--- src/tbcr_defines.vh ---
// How it works
// - Seven two-way trigger lines plus clock line
// - Master timebase runs at 20 MHz
// - Clock source selectable, internal after reset
// - Internal timebase may drive bus clock line
// - Backplane variant uses trigger line 7 as clock
// - Lock oscillator to 10 MHz, 1 MHz comparator
// - Phase lock enabled at reset, no setup
// - Any control signal routable to any trigger line
`ifndef TBCR_DEFINES_VH
`define TBCR_DEFINES_VH

// Register byte offsets
`define TBCR_CTRL_OFS 4'h0
`define TBCR_OUT_ROUTE_OFS 4'h4
`define TBCR_IN_ROUTE_OFS 4'h8
`define TBCR_STATUS_OFS 4'hC

// Control fields
`define TBCR_CTRL_SRC_BIT 0
`define TBCR_CTRL_DRIVE_BIT 1
`define TBCR_CTRL_RST 32'h0000_0000
`define TBCR_ROUTE_RST 32'h0000_0000
`define TBCR_FIELD_W 4
`define TBCR_FIELD_EN_BIT 3

// Status fields
`define TBCR_STAT_SRC_BIT 0
`define TBCR_STAT_LOCK_BIT 1
`define TBCR_STAT_SEEN_BIT 2
`define TBCR_STAT_ERR_LSB 8
`define TBCR_STAT_TUNE_LSB 16

// Rates in Hz and derived divides
`define TBCR_CLK_HZ 40000000
`define TBCR_TB_HZ 20000000
`define TBCR_REF_HZ 10000000
`define TBCR_PD_HZ 1000000
`define TBCR_OSC_DIV (`TBCR_TB_HZ / `TBCR_PD_HZ)
`define TBCR_REF_DIV (`TBCR_REF_HZ / `TBCR_PD_HZ)
`define TBCR_PD_CYC (`TBCR_CLK_HZ / `TBCR_PD_HZ)

// Bus responses
`define TBCR_RESP_OKAY 2'h0
`define TBCR_RESP_SLVERR 2'h2

`endif

--- src/tbcr_phase_cmp.v ---
`include "tbcr_defines.vh"

module tbcr_phase_cmp #(
    parameter OSC_DIV = `TBCR_OSC_DIV,
    parameter REF_DIV = `TBCR_REF_DIV,
    parameter PD_CYC = `TBCR_PD_CYC
) (
    input wire aclk,
    input wire aresetn,
    input wire osc_tick,
    input wire ref_rise,
    output reg signed [7:0] err_q,
    output reg signed [15:0] tune_q,
    output reg slip_q,
    output reg locked_q
);
    reg [4:0] osc_div_q;
    reg [3:0] ref_div_q;
    reg [5:0] since_ref_q;
    localparam [31:0] PD_CYC_W = PD_CYC;
    localparam [7:0] PD_CYC_B = PD_CYC_W[7:0];
    wire osc_pd = osc_tick && (osc_div_q == OSC_DIV - 1);
    wire ref_pd = ref_rise && (ref_div_q == REF_DIV - 1);
    wire signed [7:0] err_now = (since_ref_q >= PD_CYC / 2) ?
        $signed({2'b00, since_ref_q}) - $signed(PD_CYC_B) :
        $signed({2'b00, since_ref_q});

    always @(posedge aclk) begin
        if (!aresetn) begin
            osc_div_q <= 5'h0;
            ref_div_q <= 4'h0;
            since_ref_q <= 6'h00;
            err_q <= 8'sh00;
            tune_q <= 16'sh0000;
            slip_q <= 1'b0;
            locked_q <= 1'b0;
        end else begin
            // Both sides divided down to the 1 MHz compare rate
            if (osc_tick)
                osc_div_q <= osc_pd ? 5'h0 : osc_div_q + 5'h1;
            if (ref_rise)
                ref_div_q <= ref_pd ? 4'h0 : ref_div_q + 4'h1;
            if (ref_pd)
                since_ref_q <= 6'h00;
            else if (since_ref_q != 6'h3F)
                since_ref_q <= since_ref_q + 6'h01;
            slip_q <= 1'b0;
            if (osc_pd) begin
                // Phase error and integrating loop filter
                err_q <= err_now;
                tune_q <= tune_q - {{8{err_now[7]}}, err_now};
                // Any error retards, wrapping round to zero error
                slip_q <= (err_now != 8'sh00);
                locked_q <= (err_now >= -8'sh01) && (err_now <= 8'sh01);
            end
        end
    end
endmodule // tbcr_phase_cmp

--- src/tbcr_top.v ---
// Design decisions made here: the AXI4-Lite slave port and the register offsets.
`include "tbcr_defines.vh"

module tbcr_top #(
    parameter NLINES = 7,
    parameter NSIG = 4
) (
    input wire aclk,
    input wire aresetn,
    input wire [3:0] s_axi_awaddr,
    input wire [2:0] s_axi_awprot,
    input wire s_axi_awvalid,
    output reg s_axi_awready,
    input wire [31:0] s_axi_wdata,
    input wire [3:0] s_axi_wstrb,
    input wire s_axi_wvalid,
    output reg s_axi_wready,
    output reg [1:0] s_axi_bresp,
    output reg s_axi_bvalid,
    input wire s_axi_bready,
    input wire [3:0] s_axi_araddr,
    input wire [2:0] s_axi_arprot,
    input wire s_axi_arvalid,
    output reg s_axi_arready,
    output reg [31:0] s_axi_rdata,
    output reg [1:0] s_axi_rresp,
    output reg s_axi_rvalid,
    input wire s_axi_rready,
    input wire [NLINES:0] trig_i,
    output reg [NLINES:0] trig_o,
    output reg [NLINES:0] trig_oe,
    input wire ref_clk10_i,
    input wire [NSIG-1:0] ctl_out_sig,
    output reg [NSIG-1:0] ctl_in_sig,
    output reg master_tick,
    output reg signed [15:0] osc_tune,
    output reg pll_locked
);
    reg [31:0] ctrl_q, out_route_q, in_route_q;
    reg [NLINES:0] trig_s1_q, trig_s2_q;
    reg ref_s1_q, ref_s2_q, ref_s3_q, clk_s3_q;
    reg div_q, ext_seen_q;
    reg aw_hold_q, w_hold_q;
    reg [3:0] aw_addr_q;
    reg [31:0] w_data_q;
    reg [3:0] w_strb_q;
    wire signed [7:0] err;
    wire signed [15:0] tune;
    wire slip, locked;
    integer i;

    function [31:0] strb_merge;
        input [31:0] old;
        input [31:0] data;
        input [3:0] strb;
        integer b;
        begin
            strb_merge = old;
            for (b = 0; b < 4; b = b + 1)
                if (strb[b])
                    strb_merge[b*8 +: 8] = data[b*8 +: 8];
        end
    endfunction

    function addr_ok;
        input [3:0] a;
        begin
            addr_ok = (a == `TBCR_CTRL_OFS) || (a == `TBCR_OUT_ROUTE_OFS) ||
                (a == `TBCR_IN_ROUTE_OFS) || (a == `TBCR_STATUS_OFS);
        end
    endfunction

    wire ext_sel = ctrl_q[`TBCR_CTRL_SRC_BIT];
    // Line 7 of the pin group is the bus clock line
    wire bus_clk = trig_s2_q[NLINES];
    wire ext_tick = bus_clk && !clk_s3_q;
    wire ref_rise = ref_s2_q && !ref_s3_q;
    wire int_tick = !div_q && !slip;

    // Pin synchronisers and edge history
    always @(posedge aclk) begin
        if (!aresetn) begin
            trig_s1_q <= {(NLINES+1){1'b0}};
            trig_s2_q <= {(NLINES+1){1'b0}};
            ref_s1_q <= 1'b0;
            ref_s2_q <= 1'b0;
            ref_s3_q <= 1'b0;
            clk_s3_q <= 1'b0;
        end else begin
            trig_s1_q <= trig_i;
            trig_s2_q <= trig_s1_q;
            ref_s1_q <= ref_clk10_i;
            ref_s2_q <= ref_s1_q;
            ref_s3_q <= ref_s2_q;
            clk_s3_q <= bus_clk;
        end
    end

    // Internal 20 MHz timebase, retarded by phase slips
    always @(posedge aclk) begin
        if (!aresetn)
            div_q <= 1'b0;
        else if (!slip)
            div_q <= !div_q;
    end

    // Phase lock always running, no software enable
    tbcr_phase_cmp u_pcmp (
        .aclk(aclk),
        .aresetn(aresetn),
        .osc_tick(int_tick),
        .ref_rise(ref_rise),
        .err_q(err),
        .tune_q(tune),
        .slip_q(slip),
        .locked_q(locked)
    );

    // Timebase selection, routing and pin drive
    always @(posedge aclk) begin
        if (!aresetn) begin
            master_tick <= 1'b0;
            ext_seen_q <= 1'b0;
            trig_o <= {(NLINES+1){1'b0}};
            trig_oe <= {(NLINES+1){1'b0}};
            ctl_in_sig <= {NSIG{1'b0}};
            osc_tune <= 16'sh0000;
            pll_locked <= 1'b0;
        end else begin
            // Never two ticks in a row across a source change
            master_tick <= !master_tick &&
                (ext_sel ? ext_tick : int_tick);
            if (ext_tick)
                ext_seen_q <= 1'b1;
            osc_tune <= tune;
            pll_locked <= locked;
            for (i = 0; i < NLINES; i = i + 1) begin
                trig_oe[i] <= out_route_q[i*4 + `TBCR_FIELD_EN_BIT];
                trig_o[i] <= ctl_out_sig[out_route_q[i*4 +: 2]];
            end
            trig_oe[NLINES] <= !ext_sel &&
                ctrl_q[`TBCR_CTRL_DRIVE_BIT];
            trig_o[NLINES] <= div_q;
            for (i = 0; i < NSIG; i = i + 1)
                ctl_in_sig[i] <= in_route_q[i*4 + `TBCR_FIELD_EN_BIT] &&
                    trig_s2_q[in_route_q[i*4 +: 3]];
        end
    end

    // AXI4-Lite write path
    always @(posedge aclk) begin
        if (!aresetn) begin
            s_axi_awready <= 1'b1;
            s_axi_wready <= 1'b1;
            s_axi_bvalid <= 1'b0;
            s_axi_bresp <= `TBCR_RESP_OKAY;
            aw_hold_q <= 1'b0;
            w_hold_q <= 1'b0;
            aw_addr_q <= 4'h0;
            w_data_q <= 32'h0000_0000;
            w_strb_q <= 4'h0;
            ctrl_q <= `TBCR_CTRL_RST;
            out_route_q <= `TBCR_ROUTE_RST;
            in_route_q <= `TBCR_ROUTE_RST;
        end else begin
            if (s_axi_awvalid && s_axi_awready) begin
                aw_addr_q <= s_axi_awaddr;
                aw_hold_q <= 1'b1;
                s_axi_awready <= 1'b0;
            end
            if (s_axi_wvalid && s_axi_wready) begin
                w_data_q <= s_axi_wdata;
                w_strb_q <= s_axi_wstrb;
                w_hold_q <= 1'b1;
                s_axi_wready <= 1'b0;
            end
            if (aw_hold_q && w_hold_q && !s_axi_bvalid) begin
                aw_hold_q <= 1'b0;
                w_hold_q <= 1'b0;
                s_axi_bvalid <= 1'b1;
                s_axi_bresp <= addr_ok(aw_addr_q) ? `TBCR_RESP_OKAY :
                    `TBCR_RESP_SLVERR;
                case (aw_addr_q)
                    `TBCR_CTRL_OFS: ctrl_q <= strb_merge(ctrl_q, w_data_q,
                        w_strb_q) & 32'h0000_0003;
                    `TBCR_OUT_ROUTE_OFS: out_route_q <= strb_merge(
                        out_route_q, w_data_q, w_strb_q) &
                        32'h0BBB_BBBB;
                    `TBCR_IN_ROUTE_OFS: in_route_q <= strb_merge(
                        in_route_q, w_data_q, w_strb_q) &
                        32'h0000_FFFF;
                    default: ;
                endcase
            end
            if (s_axi_bvalid && s_axi_bready) begin
                s_axi_bvalid <= 1'b0;
                s_axi_awready <= 1'b1;
                s_axi_wready <= 1'b1;
            end
        end
    end

    // AXI4-Lite read path
    always @(posedge aclk) begin
        if (!aresetn) begin
            s_axi_arready <= 1'b1;
            s_axi_rvalid <= 1'b0;
            s_axi_rdata <= 32'h0000_0000;
            s_axi_rresp <= `TBCR_RESP_OKAY;
        end else begin
            if (s_axi_arvalid && s_axi_arready) begin
                s_axi_arready <= 1'b0;
                s_axi_rvalid <= 1'b1;
                s_axi_rresp <= addr_ok(s_axi_araddr) ? `TBCR_RESP_OKAY :
                    `TBCR_RESP_SLVERR;
                case (s_axi_araddr)
                    `TBCR_CTRL_OFS: s_axi_rdata <= ctrl_q;
                    `TBCR_OUT_ROUTE_OFS: s_axi_rdata <= out_route_q;
                    `TBCR_IN_ROUTE_OFS: s_axi_rdata <= in_route_q;
                    `TBCR_STATUS_OFS: s_axi_rdata <= {tune,
                        err, 5'h00, ext_seen_q, locked, ext_sel};
                    default: s_axi_rdata <= 32'h0000_0000;
                endcase
            end
            if (s_axi_rvalid && s_axi_rready) begin
                s_axi_rvalid <= 1'b0;
                s_axi_arready <= 1'b1;
            end
        end
    end
endmodule // tbcr_top

--- config.mk ---
export PLATFORM = sky130hd
export DESIGN_NAME = tbcr_top
export DESIGN_NICKNAME = d
export VERILOG_FILES = /design/src/tbcr_phase_cmp.v /design/src/tbcr_top.v
export VERILOG_INCLUDE_DIRS = /design/src
export SDC_FILE = /design/constraint.sdc
export NUM_CORES = 1
export LEC_CHECK = 0
export BUFFER_PORTS_ARGS = -buffer_cell sky130_fd_sc_hd__buf_4
export CAP_MARGIN = 30
export CORE_UTILIZATION = 35
export CTS_BUF_LIST = sky130_fd_sc_hd__clkbuf_8
export DETAILED_ROUTE_END_ITERATION = 16
export PLACE_DENSITY = 0.53
export REMOVE_ABC_BUFFERS = 1
export SLEW_MARGIN = 25
export SYNTH_ARGS = -nofsm -noshare
export SYNTH_HDL_FRONTEND = slang
export SYNTH_SLANG_ARGS = --single-unit
--- constraint.sdc ---
create_clock -name aclk -period 5.12 [get_ports aclk]
set_clock_uncertainty 0.2 [all_clocks]
set_input_delay 0.768 -clock aclk [delete_from_list [all_inputs] [get_ports aclk]]
set_output_delay 0.768 -clock aclk [all_outputs]
set_load 0.005 [all_outputs]
**Yosys cells after proc, flatten, opt, wreduce, memory -nomap -nowiden**

Cells that the tools add are included.

- Flip-flop bits (word level): 219
- Input port bits: 70
- Output and inout bits: 79
- Logic and storage cells: 146

- Add/subtract/negate cells: 5
- Order comparisons: 14
- Eq/ne operators: 9
- Mux-type cells: 29
- Bitwise logic cells: 1
- Reductions and logical operators: 47

Operator list:

| kind | number |
|---|---|
| 32-bit case mux with 4 select lines | 1 |
| 2-bit by 3-bit less-than comparator with 1-bit output (second input constant) | 7 |
| 3-bit AND reduction | 7 |
| 4-bit equality test (second input constant) | 5 |
| 1-bit logical AND | 19 |
| 3-bit by 4-bit less-than comparator with 1-bit output (second input constant) | 4 |
| 16-bit subtractor | 1 |
| 1-bit binary-select mux with 2-bit select | 7 |
| 1-bit binary-select mux with 3-bit select | 4 |
| 1-bit 2-to-1 mux | 12 |
| 4-bit by 3-bit equality test with 1-bit output (second input constant) | 2 |
| 8-bit by 1-bit greater-or-equal comparator with 1-bit output (second input constant) | 1 |
| 8-bit by 2-bit less-or-equal comparator with 1-bit output (second input constant) | 1 |
| 4-bit zero test | 2 |
| 8-bit 2-to-1 mux | 1 |
| 8-bit nonzero test | 1 |
| 2-bit OR reduction | 4 |
| 1-bit zero test | 7 |
| 6-bit by 6-bit subtractor with 7-bit output (second input constant) | 1 |
| 6-bit by 1-bit adder with 6-bit output (second input constant) | 1 |
| 6-bit by 5-bit greater-or-equal comparator with 1-bit output (second input constant) | 1 |
| 1-bit logical OR | 6 |
| 6-bit != test (second input constant) | 1 |
| 5-bit by 1-bit adder with 5-bit output (second input constant) | 1 |
| 7 further kinds | 8 |

**Longest topological paths before layout**

Gate-level depths: netlist (run 1).

- Word-level depth: 5
- Mapped depth: 13
- Gate-level depth less buffers: 12

**Modules after synthesis**

A second synthesis (run 1) with hierarchy kept.

- Cells, all modules: 968
- Area, all modules: 9,282.7 µm²

Modules (own cells, without submodules):

| module | times used | cells each | area an instance (µm²) | sequential area each (µm²) |
|---|---|---|---|---|
| tbcr_top | 1 | 670 | 6,731.5 | 3,463.3 |
| tbcr_phase_cmp | 1 | 298 | 2,551.2 | 800.8 |

**Worst setup path after synthesis (run 1)**

No wires, ideal clock.

- Path kind: register -> register
- Start: reg u_pcmp.since_ref_q[3]
- End: reg u_pcmp.tune_q[15]
- Library setup time: 0.066 ns
- Data arrival time: 3.013 ns
- Required time: 4.854 ns
- Path slack: 1.841 ns
- Cell stages (with the launch flop): 14
- Buffers on the path: 1
- Clock period less this slack: 3.279 ns
- Path through: dfxtp_1 > buf_2 > nor2_1 > nor2_1 > a31oi_1 > ha_1 > o21ai_0 > nand2b_1 > a21oi_1 > nor3_1 > a21oi_1 > o31ai_1 > or4_1 > nand4_1

- Cells in the longest elaborated chain, start to end: 3
- Elaborated cells between the ends (all ways): 4
- Classes of those cells: add/sub: 2; order compare: 1; mux: 1

RTL lines:

| element | RTL line | source |
|---|---|---|
| start, declared | tbcr_phase_cmp.v:19 | `reg [5:0] since_ref_q;` |
| start signal, assigned | tbcr_phase_cmp.v:46 | `since_ref_q <= since_ref_q + 6'h01;` |
| 6-bit by 6-bit subtractor with 7-bit output or 6-bit by 5-bit greater-or-equal comparator with 1-bit output (tied branches) | tbcr_phase_cmp.v:25, tbcr_phase_cmp.v:24 |  |
| 8-bit 2-to-1 mux (*) | tbcr_phase_cmp.v:24 | `wire signed [7:0] err_now = (since_ref_q >= PD_CYC / 2) ?` |
| 16-bit subtractor (*) | tbcr_phase_cmp.v:51 | `tune_q <= tune_q - {{8{err_now[7]}}, err_now};` |
| end signal, assigned | tbcr_phase_cmp.v:51 |  |
| end, declared | tbcr_phase_cmp.v:13 | `output reg signed [15:0] tune_q,` |

Mark *: on every way between the ends. The rest lies on a longest branch, timed or not.
A chain may end at the register's enable or synchronous reset.

**Final worst setup path (run 1)**

- Start: reg u_pcmp.since_ref_q[5]
- End: reg u_pcmp.tune_q[15]

The elaborated chain is that of the path after synthesis.

==> results.sh, run 1 <==
export IMPL_ant_nets=0
export IMPL_antenna_found_initial=0
export IMPL_fin_crit_sh_pct=62.3
export IMPL_ios=149
export IMPL_report_final_setup_viol=0
export IMPL_reg2reg_to="u_pcmp.tune_q[15]$_SDFFE_PN0P_"
export IMPL_cts_tree="yes"
export IMPL_ys_ff_latch=213
export IMPL_ir_drop_v=0.000189
export IMPL_synth_async_reset_ratio_pct=0
export IMPL_cts_max_path_buffers=3
export IMPL_clk_pin_slew_ns=0.06
export IMPL_p_per_area_nw_per_um2=307
export IMPL_first_iter_violations=330
export IMPL_rsz0062_at_grt="no"
export IMPL_drive_above_1_share_pct=19.5
export IMPL_slew_viol_final=0
export IMPL_vias=7025
export IMPL_antennaDiodeCount=0
export IMPL_reg2reg_from="u_pcmp.since_ref_q[5]$_SDFFE_PP0P_"
export IMPL_routed_wl_mm=22.1
export IMPL_postSynthCellCount=974
export IMPL_postCtsSetupBuffers=0
export IMPL_endpoint_kind="flip-flop"
export IMPL_grt_max_degree=93
export IMPL_cts_sinks=213
export IMPL_netlist_area_sq_um=9030
export IMPL_cts_hold_buffers=0
export IMPL_die_area_sq_um=26400
export IMPL_regToRegSetupSlack_ns=1.93
export IMPL_min_period_ns=3.19
export IMPL_grt_pass1_vias=6607
export IMPL_drc=0
export IMPL_numCtsBuffers=38
export IMPL_cp_required_ns=5.38
export IMPL_hold_end="trig_s2_q[2]$_SDFF_PN0_"
export IMPL_synth_edf_count=0
export IMPL_syn_to_final_growth_pct=21.5
export IMPL_crit_type="reg -> reg"
export IMPL_gr_total_overflow=0
export IMPL_whs_path_depth=1
export IMPL_worstSetupStartpointType="flip-flop"
export IMPL_synth_main_ff_cell="dfxtp_1"
export IMPL_die_w_um=163
export IMPL_drtPass1Iterations=4
export IMPL_hp_class="reg -> reg"
export IMPL_seq_area_frac_synth_pct=47.2
export IMPL_core_sq_um=25300
export IMPL_fin_util_pct=43.5
export IMPL_critPathLaunch="u_pcmp.since_ref_q[5]$_SDFFE_PP0P_"
export IMPL_ys_warn_count=0
export IMPL_num_rows=58
export IMPL_worstSkewPairLatency_ns=0.52
export IMPL_avgSynthCellArea_sq_um=9.27
export IMPL_avgRoutedWirePerCell_um=15.2
export IMPL_fmax_mhz=313
export IMPL_final_nets=1196
export IMPL_yosysUniqueCellTypes=53
export IMPL_cp_max_fo=16
export IMPL_dp_hpwl_mm=15.5
export IMPL_cts_resized=0
export IMPL_r2r_cells=13
export IMPL_clockRootBuffer="clkbuf_8"
export IMPL_relSlewSlack_pct=37.1
export IMPL_fillers=2598
export IMPL_htree_levels=2
export IMPL_min_from="trig_s1_q[2]$_SDFF_PN0_"
export IMPL_port_buffer_count=133
export IMPL_status="complete, no violations"
export IMPL_crit_arrival_ns=3.45
export IMPL_p_leak_nw=4.52
export IMPL_track_usage_pct=16.9
export IMPL_gp_congestion=0.772
export IMPL_worstMarginPinSlew_ns=0.944
export IMPL_setup_tns_ns=0
export IMPL_avgViaCountPerCell=4.84
export IMPL_grt_pass1_wl_mm=35.2
export IMPL_start_util_pct=35.8
export IMPL_die_height_um=163
export IMPL_hold_viol=0
export IMPL_max_cap_violations=0
## final cells by class
class	count	area, sq um	area share (%)
Inverter	14	52.6	0.479
Timing Repair Buffer	144	1090	9.97
Multi-Input combinational cell	693	4500	41.0
Clock buffer	43	592	5.39
Sequential cell	213	4260	38.9
Clock inverter	15	62.6	0.570
Tap cell	330	413	3.76
## cell families (layout without fill, tap and decap cells)
logic type               Yosys count  count (layout)  share of synthesized area [%]
adder cells (fa/ha/maj)           23              23                           3.26
buffers and inverters             69             216                           3.08
AO/OA/AOI/OAI                    198             198                           14.7
XOR/XNOR                          20              20                           1.94
flip-flops                       213             213                           47.2
multiplexers                      51              51                           7.95
AND/OR/NAND/NOR                  399             399                           21.8
other                              1               2                         0.0415
## flip-flops by register name, indices dropped and copies added, names as in the netlist, 5 cells and up
signal and flops:
w_data_q 25, trig_o 8, s_axi_rdata 32, u_pcmp.err_q 7, trig_oe 8, trig_s2_q 8
out_route_q 21, u_pcmp.since_ref_q 6, u_pcmp.tune_q 16, osc_tune 16, trig_s1_q 8, in_route_q 16
u_pcmp.osc_div_q 5
## report_power, final
group | leakage [nW] | switching, mW | internal [mW]
logic | 2.40 | 0.122 | 0.113
clock network | 0.381 | 0.652 | 0.753
registers | 1.73 | 0.0293 | 1.70
## synth_stat cells, drive strengths merged (14+ instances only)
cell / instances / share of area [%]
inv: 14 / 0.58
a22oi: 22 / 1.8
clkbuf: 46 / 1.9
mux4: 16 / 4.0
nor2: 30 / 1.2
nand3: 37 / 2.1
nor3: 16 / 0.89
a21oi: 25 / 1.4
and2: 82 / 5.7
mux2i: 29 / 3.2
o21ai: 50 / 2.8
nand2: 160 / 6.7
dfxtp: 213 / 47
ha: 21 / 2.9
a21boi: 70 / 5.8
nor2b: 34 / 2.4
## critical path, cell delays in order (launching register included)
cell	delay, ns
dfxtp_1	0.53
nand2b_1	0.24
nor2_1	0.06
a31oi_1	0.13
buf_4	0.24
ha_1	0.31
o21ai_0	0.17
nand2b_1	0.08
a21oi_1	0.23
nor3_1	0.08
a21oi_1	0.13
o31ai_1	0.12
or4_1	0.51
nand4_1	0.08
## placed cells by master, fill, tap and decap left out, types with 5 or more instances in the layout
cell type  instances
ha_1              21
mux2_2             6
and2_1            82
nor2b_1           34
a21oi_1           25
buf_4            141
o21ai_0           48
and3_1             6
inv_1             26
nand3_1           37
nor3_1            15
o211a_1            5
xor2_1            10
a21boi_0          70
nor2_1            30
nand4_1            5
mux4_2            16
a22oi_1           22
xnor2_1           10
nand2_1          160
dfxtp_1          213
nand2b_1           9
or3_1              6
clkbuf_8          43
mux2i_1           29
## routing by layer
metal	wire (um)	up-vias	global-route usage, %
met5	0	-	0
met4	424	0	5.40
met3	1580	31	4.33
met2	10200	159	27.3
met1	9920	3229	22.0
li1	-	3606	-
## worst max-delay path by stage
stage,end
5_1_grt,u_pcmp.tune_q[15]$_SDFFE_PN0P_
6_report,u_pcmp.tune_q[15]$_SDFFE_PN0P_
3_3_place_gp,u_pcmp.tune_q[14]$_SDFFE_PN0P_
2_1_floorplan,u_pcmp.tune_q[15]$_SDFFE_PN0P_
3_5_place_dp,u_pcmp.tune_q[15]$_SDFFE_PN0P_
4_1_cts,u_pcmp.tune_q[15]$_SDFFE_PN0P_
## per-stage QoR
stage | hold WS (ns) | setup WS (ns) | std cells | instance area, sq um | power (mW)
6_report | 0.233 | 1.93 | 1452 | 11000 | 3.36
5_1_grt | 0.240 | 1.71 | 1452 | 11000 | 3.53
4_1_cts | 0.222 | 1.96 | 1451 | 11000 | 3.43
3_5_place_dp | 0.219 | 1.98 | 1393 | 10300 | 2.00
3_3_place_gp | 0.217 | 2.00 | 1392 | 10300 | 2.00
2_1_floorplan | 0.212 | 1.79 | 920 | 8810 | 1.88
Note: power is estimated with default switching activity, not from simulation.
==> run 2, diff against run 1 <==
--- a/config.mk
+++ b/config.mk
@@ -11,7 +11,7 @@
 export CORE_UTILIZATION = 35
 export CTS_BUF_LIST = sky130_fd_sc_hd__clkbuf_8
 export DETAILED_ROUTE_END_ITERATION = 16
-export PLACE_DENSITY = 0.53
+export PLACE_DENSITY = 0.55
 export REMOVE_ABC_BUFFERS = 1
 export SLEW_MARGIN = 25
 export SYNTH_ARGS = -nofsm -noshare
==> constraint.sdc (replaced) <==
create_clock -name aclk -period 2.93 [get_ports aclk]
set_clock_uncertainty 0.2 [all_clocks]
set_input_delay 0.4395 -clock aclk [delete_from_list [all_inputs] [get_ports aclk]]
set_output_delay 0.4395 -clock aclk [all_outputs]
set_load 0.005 [all_outputs]
==> run 2 against run 1 <==
Sequential share of layout area fell by 3.1 points; routed wire length grew 6.3%; worst setup slack got worse by 1.8 ns; maximum frequency increased by 14%; critical path type unchanged; power is 84% higher; highest routed layer unchanged; largest cell class unchanged; design area grew 8.6%; critical endpoint unchanged.
==> results.sh, run 2 (synthesis results as in run 1) <==
export IMPL_cts_tree="yes"
export IMPL_clockRootBuffer="clkbuf_8"
export IMPL_drtPass1Iterations=4
export IMPL_avgViaCountPerCell=4.76
export IMPL_track_usage_pct=18.0
export IMPL_setup_tns_ns=0
export IMPL_fin_crit_sh_pct=95.2
export IMPL_core_sq_um=25300
export IMPL_die_area_sq_um=26400
export IMPL_gp_congestion=0.786
export IMPL_max_stage_delay_ns=0.51
export IMPL_routed_wl_mm=23.5
export IMPL_stdcell_count=1550
export IMPL_grt_max_degree=63
export IMPL_worstSetupStartpointType="flip-flop"
export IMPL_cts_max_path_buffers=3
export IMPL_num_rows=58
export IMPL_fin_util_pct=47.2
export IMPL_final_nets=1283
export IMPL_p_per_area_nw_per_um2=520
export IMPL_grt_busiest_layer="met2"
export IMPL_report_final_setup_viol=0
export IMPL_final_common_cell="dfxtp_1"
export IMPL_worstMarginPinSlew_ns=0.665
export IMPL_path_cells="inv_1, ha_1, buf_4, nand3b_1, nand2_1, maj3_2, a211oi_4, o21ai_2, nand2_1, o31ai_1, or4_1, nand4_1"
export IMPL_antennaDiodeCount=0
export IMPL_total_power_mw=6.20
export IMPL_hold_viol=0
export IMPL_drc=0
export IMPL_die_w_um=163
export IMPL_fmax_mhz=359
export IMPL_critPathLaunch="u_pcmp.since_ref_q[2]$_SDFFE_PP0P_"
export IMPL_min_from="s_axi_araddr[0]"
export IMPL_rsz0062_at_grt="yes"
export IMPL_worstSkewPairLatency_ns=0.53
export IMPL_avgRoutedWirePerCell_um=15.2
export IMPL_largest_reg_flops=32
export IMPL_clk_pin_slew_ns=0.06
export IMPL_gr_usage_met1_pct=22.9
export IMPL_crit_type="reg -> reg"
export IMPL_p_leak_nw=4.98
export IMPL_gr_total_overflow=0
export IMPL_status="complete, no violations"
export IMPL_grt_pass1_vias=7232
export IMPL_ios=149
export IMPL_fillers=2500
export IMPL_numCtsBuffers=38
export IMPL_max_cap_violations=0
export IMPL_htree_levels=2
export IMPL_cp_max_fo=3
export IMPL_place_area_sq_um=10600
export IMPL_hp_class="in -> reg"
export IMPL_ant_nets=0
export IMPL_min_period_ns=2.79
export IMPL_final_cell_mix="dfxtp_1 (212), buf_4 (179), nand2_1 (160)"
export IMPL_final_area_sq_um=11900
export IMPL_grt_pass1_wl_mm=37.6
export IMPL_die_height_um=163
export IMPL_slowest_stage="or4_1"
export IMPL_port_buffer_count=133
export IMPL_dp_hpwl_mm=16.4
export IMPL_vias=7377
export IMPL_reg2reg_from="u_pcmp.since_ref_q[2]$_SDFFE_PP0P_"
export IMPL_ir_drop_v=0.000293
export IMPL_relSlewSlack_pct=55.7
export IMPL_drive_above_1_share_pct=22.5
export IMPL_slew_viol_final=0
export IMPL_first_iter_violations=287
export IMPL_antenna_found_initial=0
export IMPL_crit_arrival_ns=3.04
export IMPL_grtUsageMet3_pct=4.66
export IMPL_crit_path_frequent_cell="nand2_1"
export IMPL_syn_to_final_growth_pct=32.0
export IMPL_cts_sinks=213
export IMPL_start_util_pct=35.8
export IMPL_dp_cells=1429
export IMPL_cp_required_ns=3.19
export IMPL_endpoint_kind="flip-flop"
export IMPL_top_regs="s_axi_rdata: 32 flops, w_data_q: 25 flops, out_route_q: 21 flops"
export IMPL_grtUsageMet2_pct=29.8
export IMPL_regMostFlops="s_axi_rdata"
[run 2: cell count changes in the layout (fill, tap and decap cells not counted), sizes merged]
cell,change
clkinv,+2
dlygate4sd3,+49
clkbuf,+5
buf,+38
inv,+4
[run 2: report_power, final]
group          leakage (nW)  internal, mW  total, mW  switching (mW)
clock network         0.447          1.48       2.69            1.21
logic                  2.80         0.262      0.498           0.236
registers              1.73          2.96       3.01          0.0486
total                  4.98          4.70       6.20            1.50
[run 2: per-stage QoR]
stage               worst slack, ns  hold WS, ns
floorplan                    -0.398        0.212
global placement             0.0640        0.217
detailed placement        -0.000820        0.223
CTS                          0.0507       0.0477
global route                -0.0620       0.0589
finish                        0.142       0.0798
[run 2: area by class of cell]
cell class	instances	area, sq um	area share (%)
tap	330	413	3.46
sequential	213	4270	35.8
clock inverter	21	95.1	0.797
multi-input combinational	693	4550	38.2
inverter	14	52.6	0.441
timing repair buffer	231	1890	15.8
clock buffer	48	661	5.54
[run 2: worst paths after layout]
kind,endpoint,slack [ns],depth (start not counted)
worst max register to register,u_pcmp.tune_q[15]$_SDFFE_PN0P_,0.14,12
worst max-delay path,u_pcmp.tune_q[15]$_SDFFE_PN0P_,0.14,12
worst min register to register,trig_s2_q[4]$_SDFF_PN0_,0.23,1
worst min-delay path,s_axi_rresp[1]$_SDFFE_PN0P_,0.08,3
[run 2: critical path: cells and delay by family, from the launching register on]
| kind | cells | cell delay, ns |
|---|---|---|
| AND/OR/NAND/NOR | 5 | 0.84 |
| adder cells (fa/ha/maj) | 2 | 0.65 |
| AO/OA/AOI/OAI | 3 | 0.48 |
| flip-flops | 1 | 0.35 |
| buffers and inverters | 2 | 0.21 |
[run 2: routing by layer]
metal / share of wire (%) / up-vias
met2: 47 / 148
met4: 1.8 / 0
met1: 46 / 3416
met3: 5.5 / 31
met5: 0 / -
li1: - / 3782
[run 2: what timing repair did]
| item | in CTS | in global routing |
|---|---|---|
| resized for setup | 1 | 13 |
| hold buffers | 49 | 0 |
| endpoints found under the hold margin | 46 | 0 |
| buffers inserted | 0 | 3 |
| endpoints found under the setup margin | 1 | 5 |
| pin swaps | 0 | 3 |
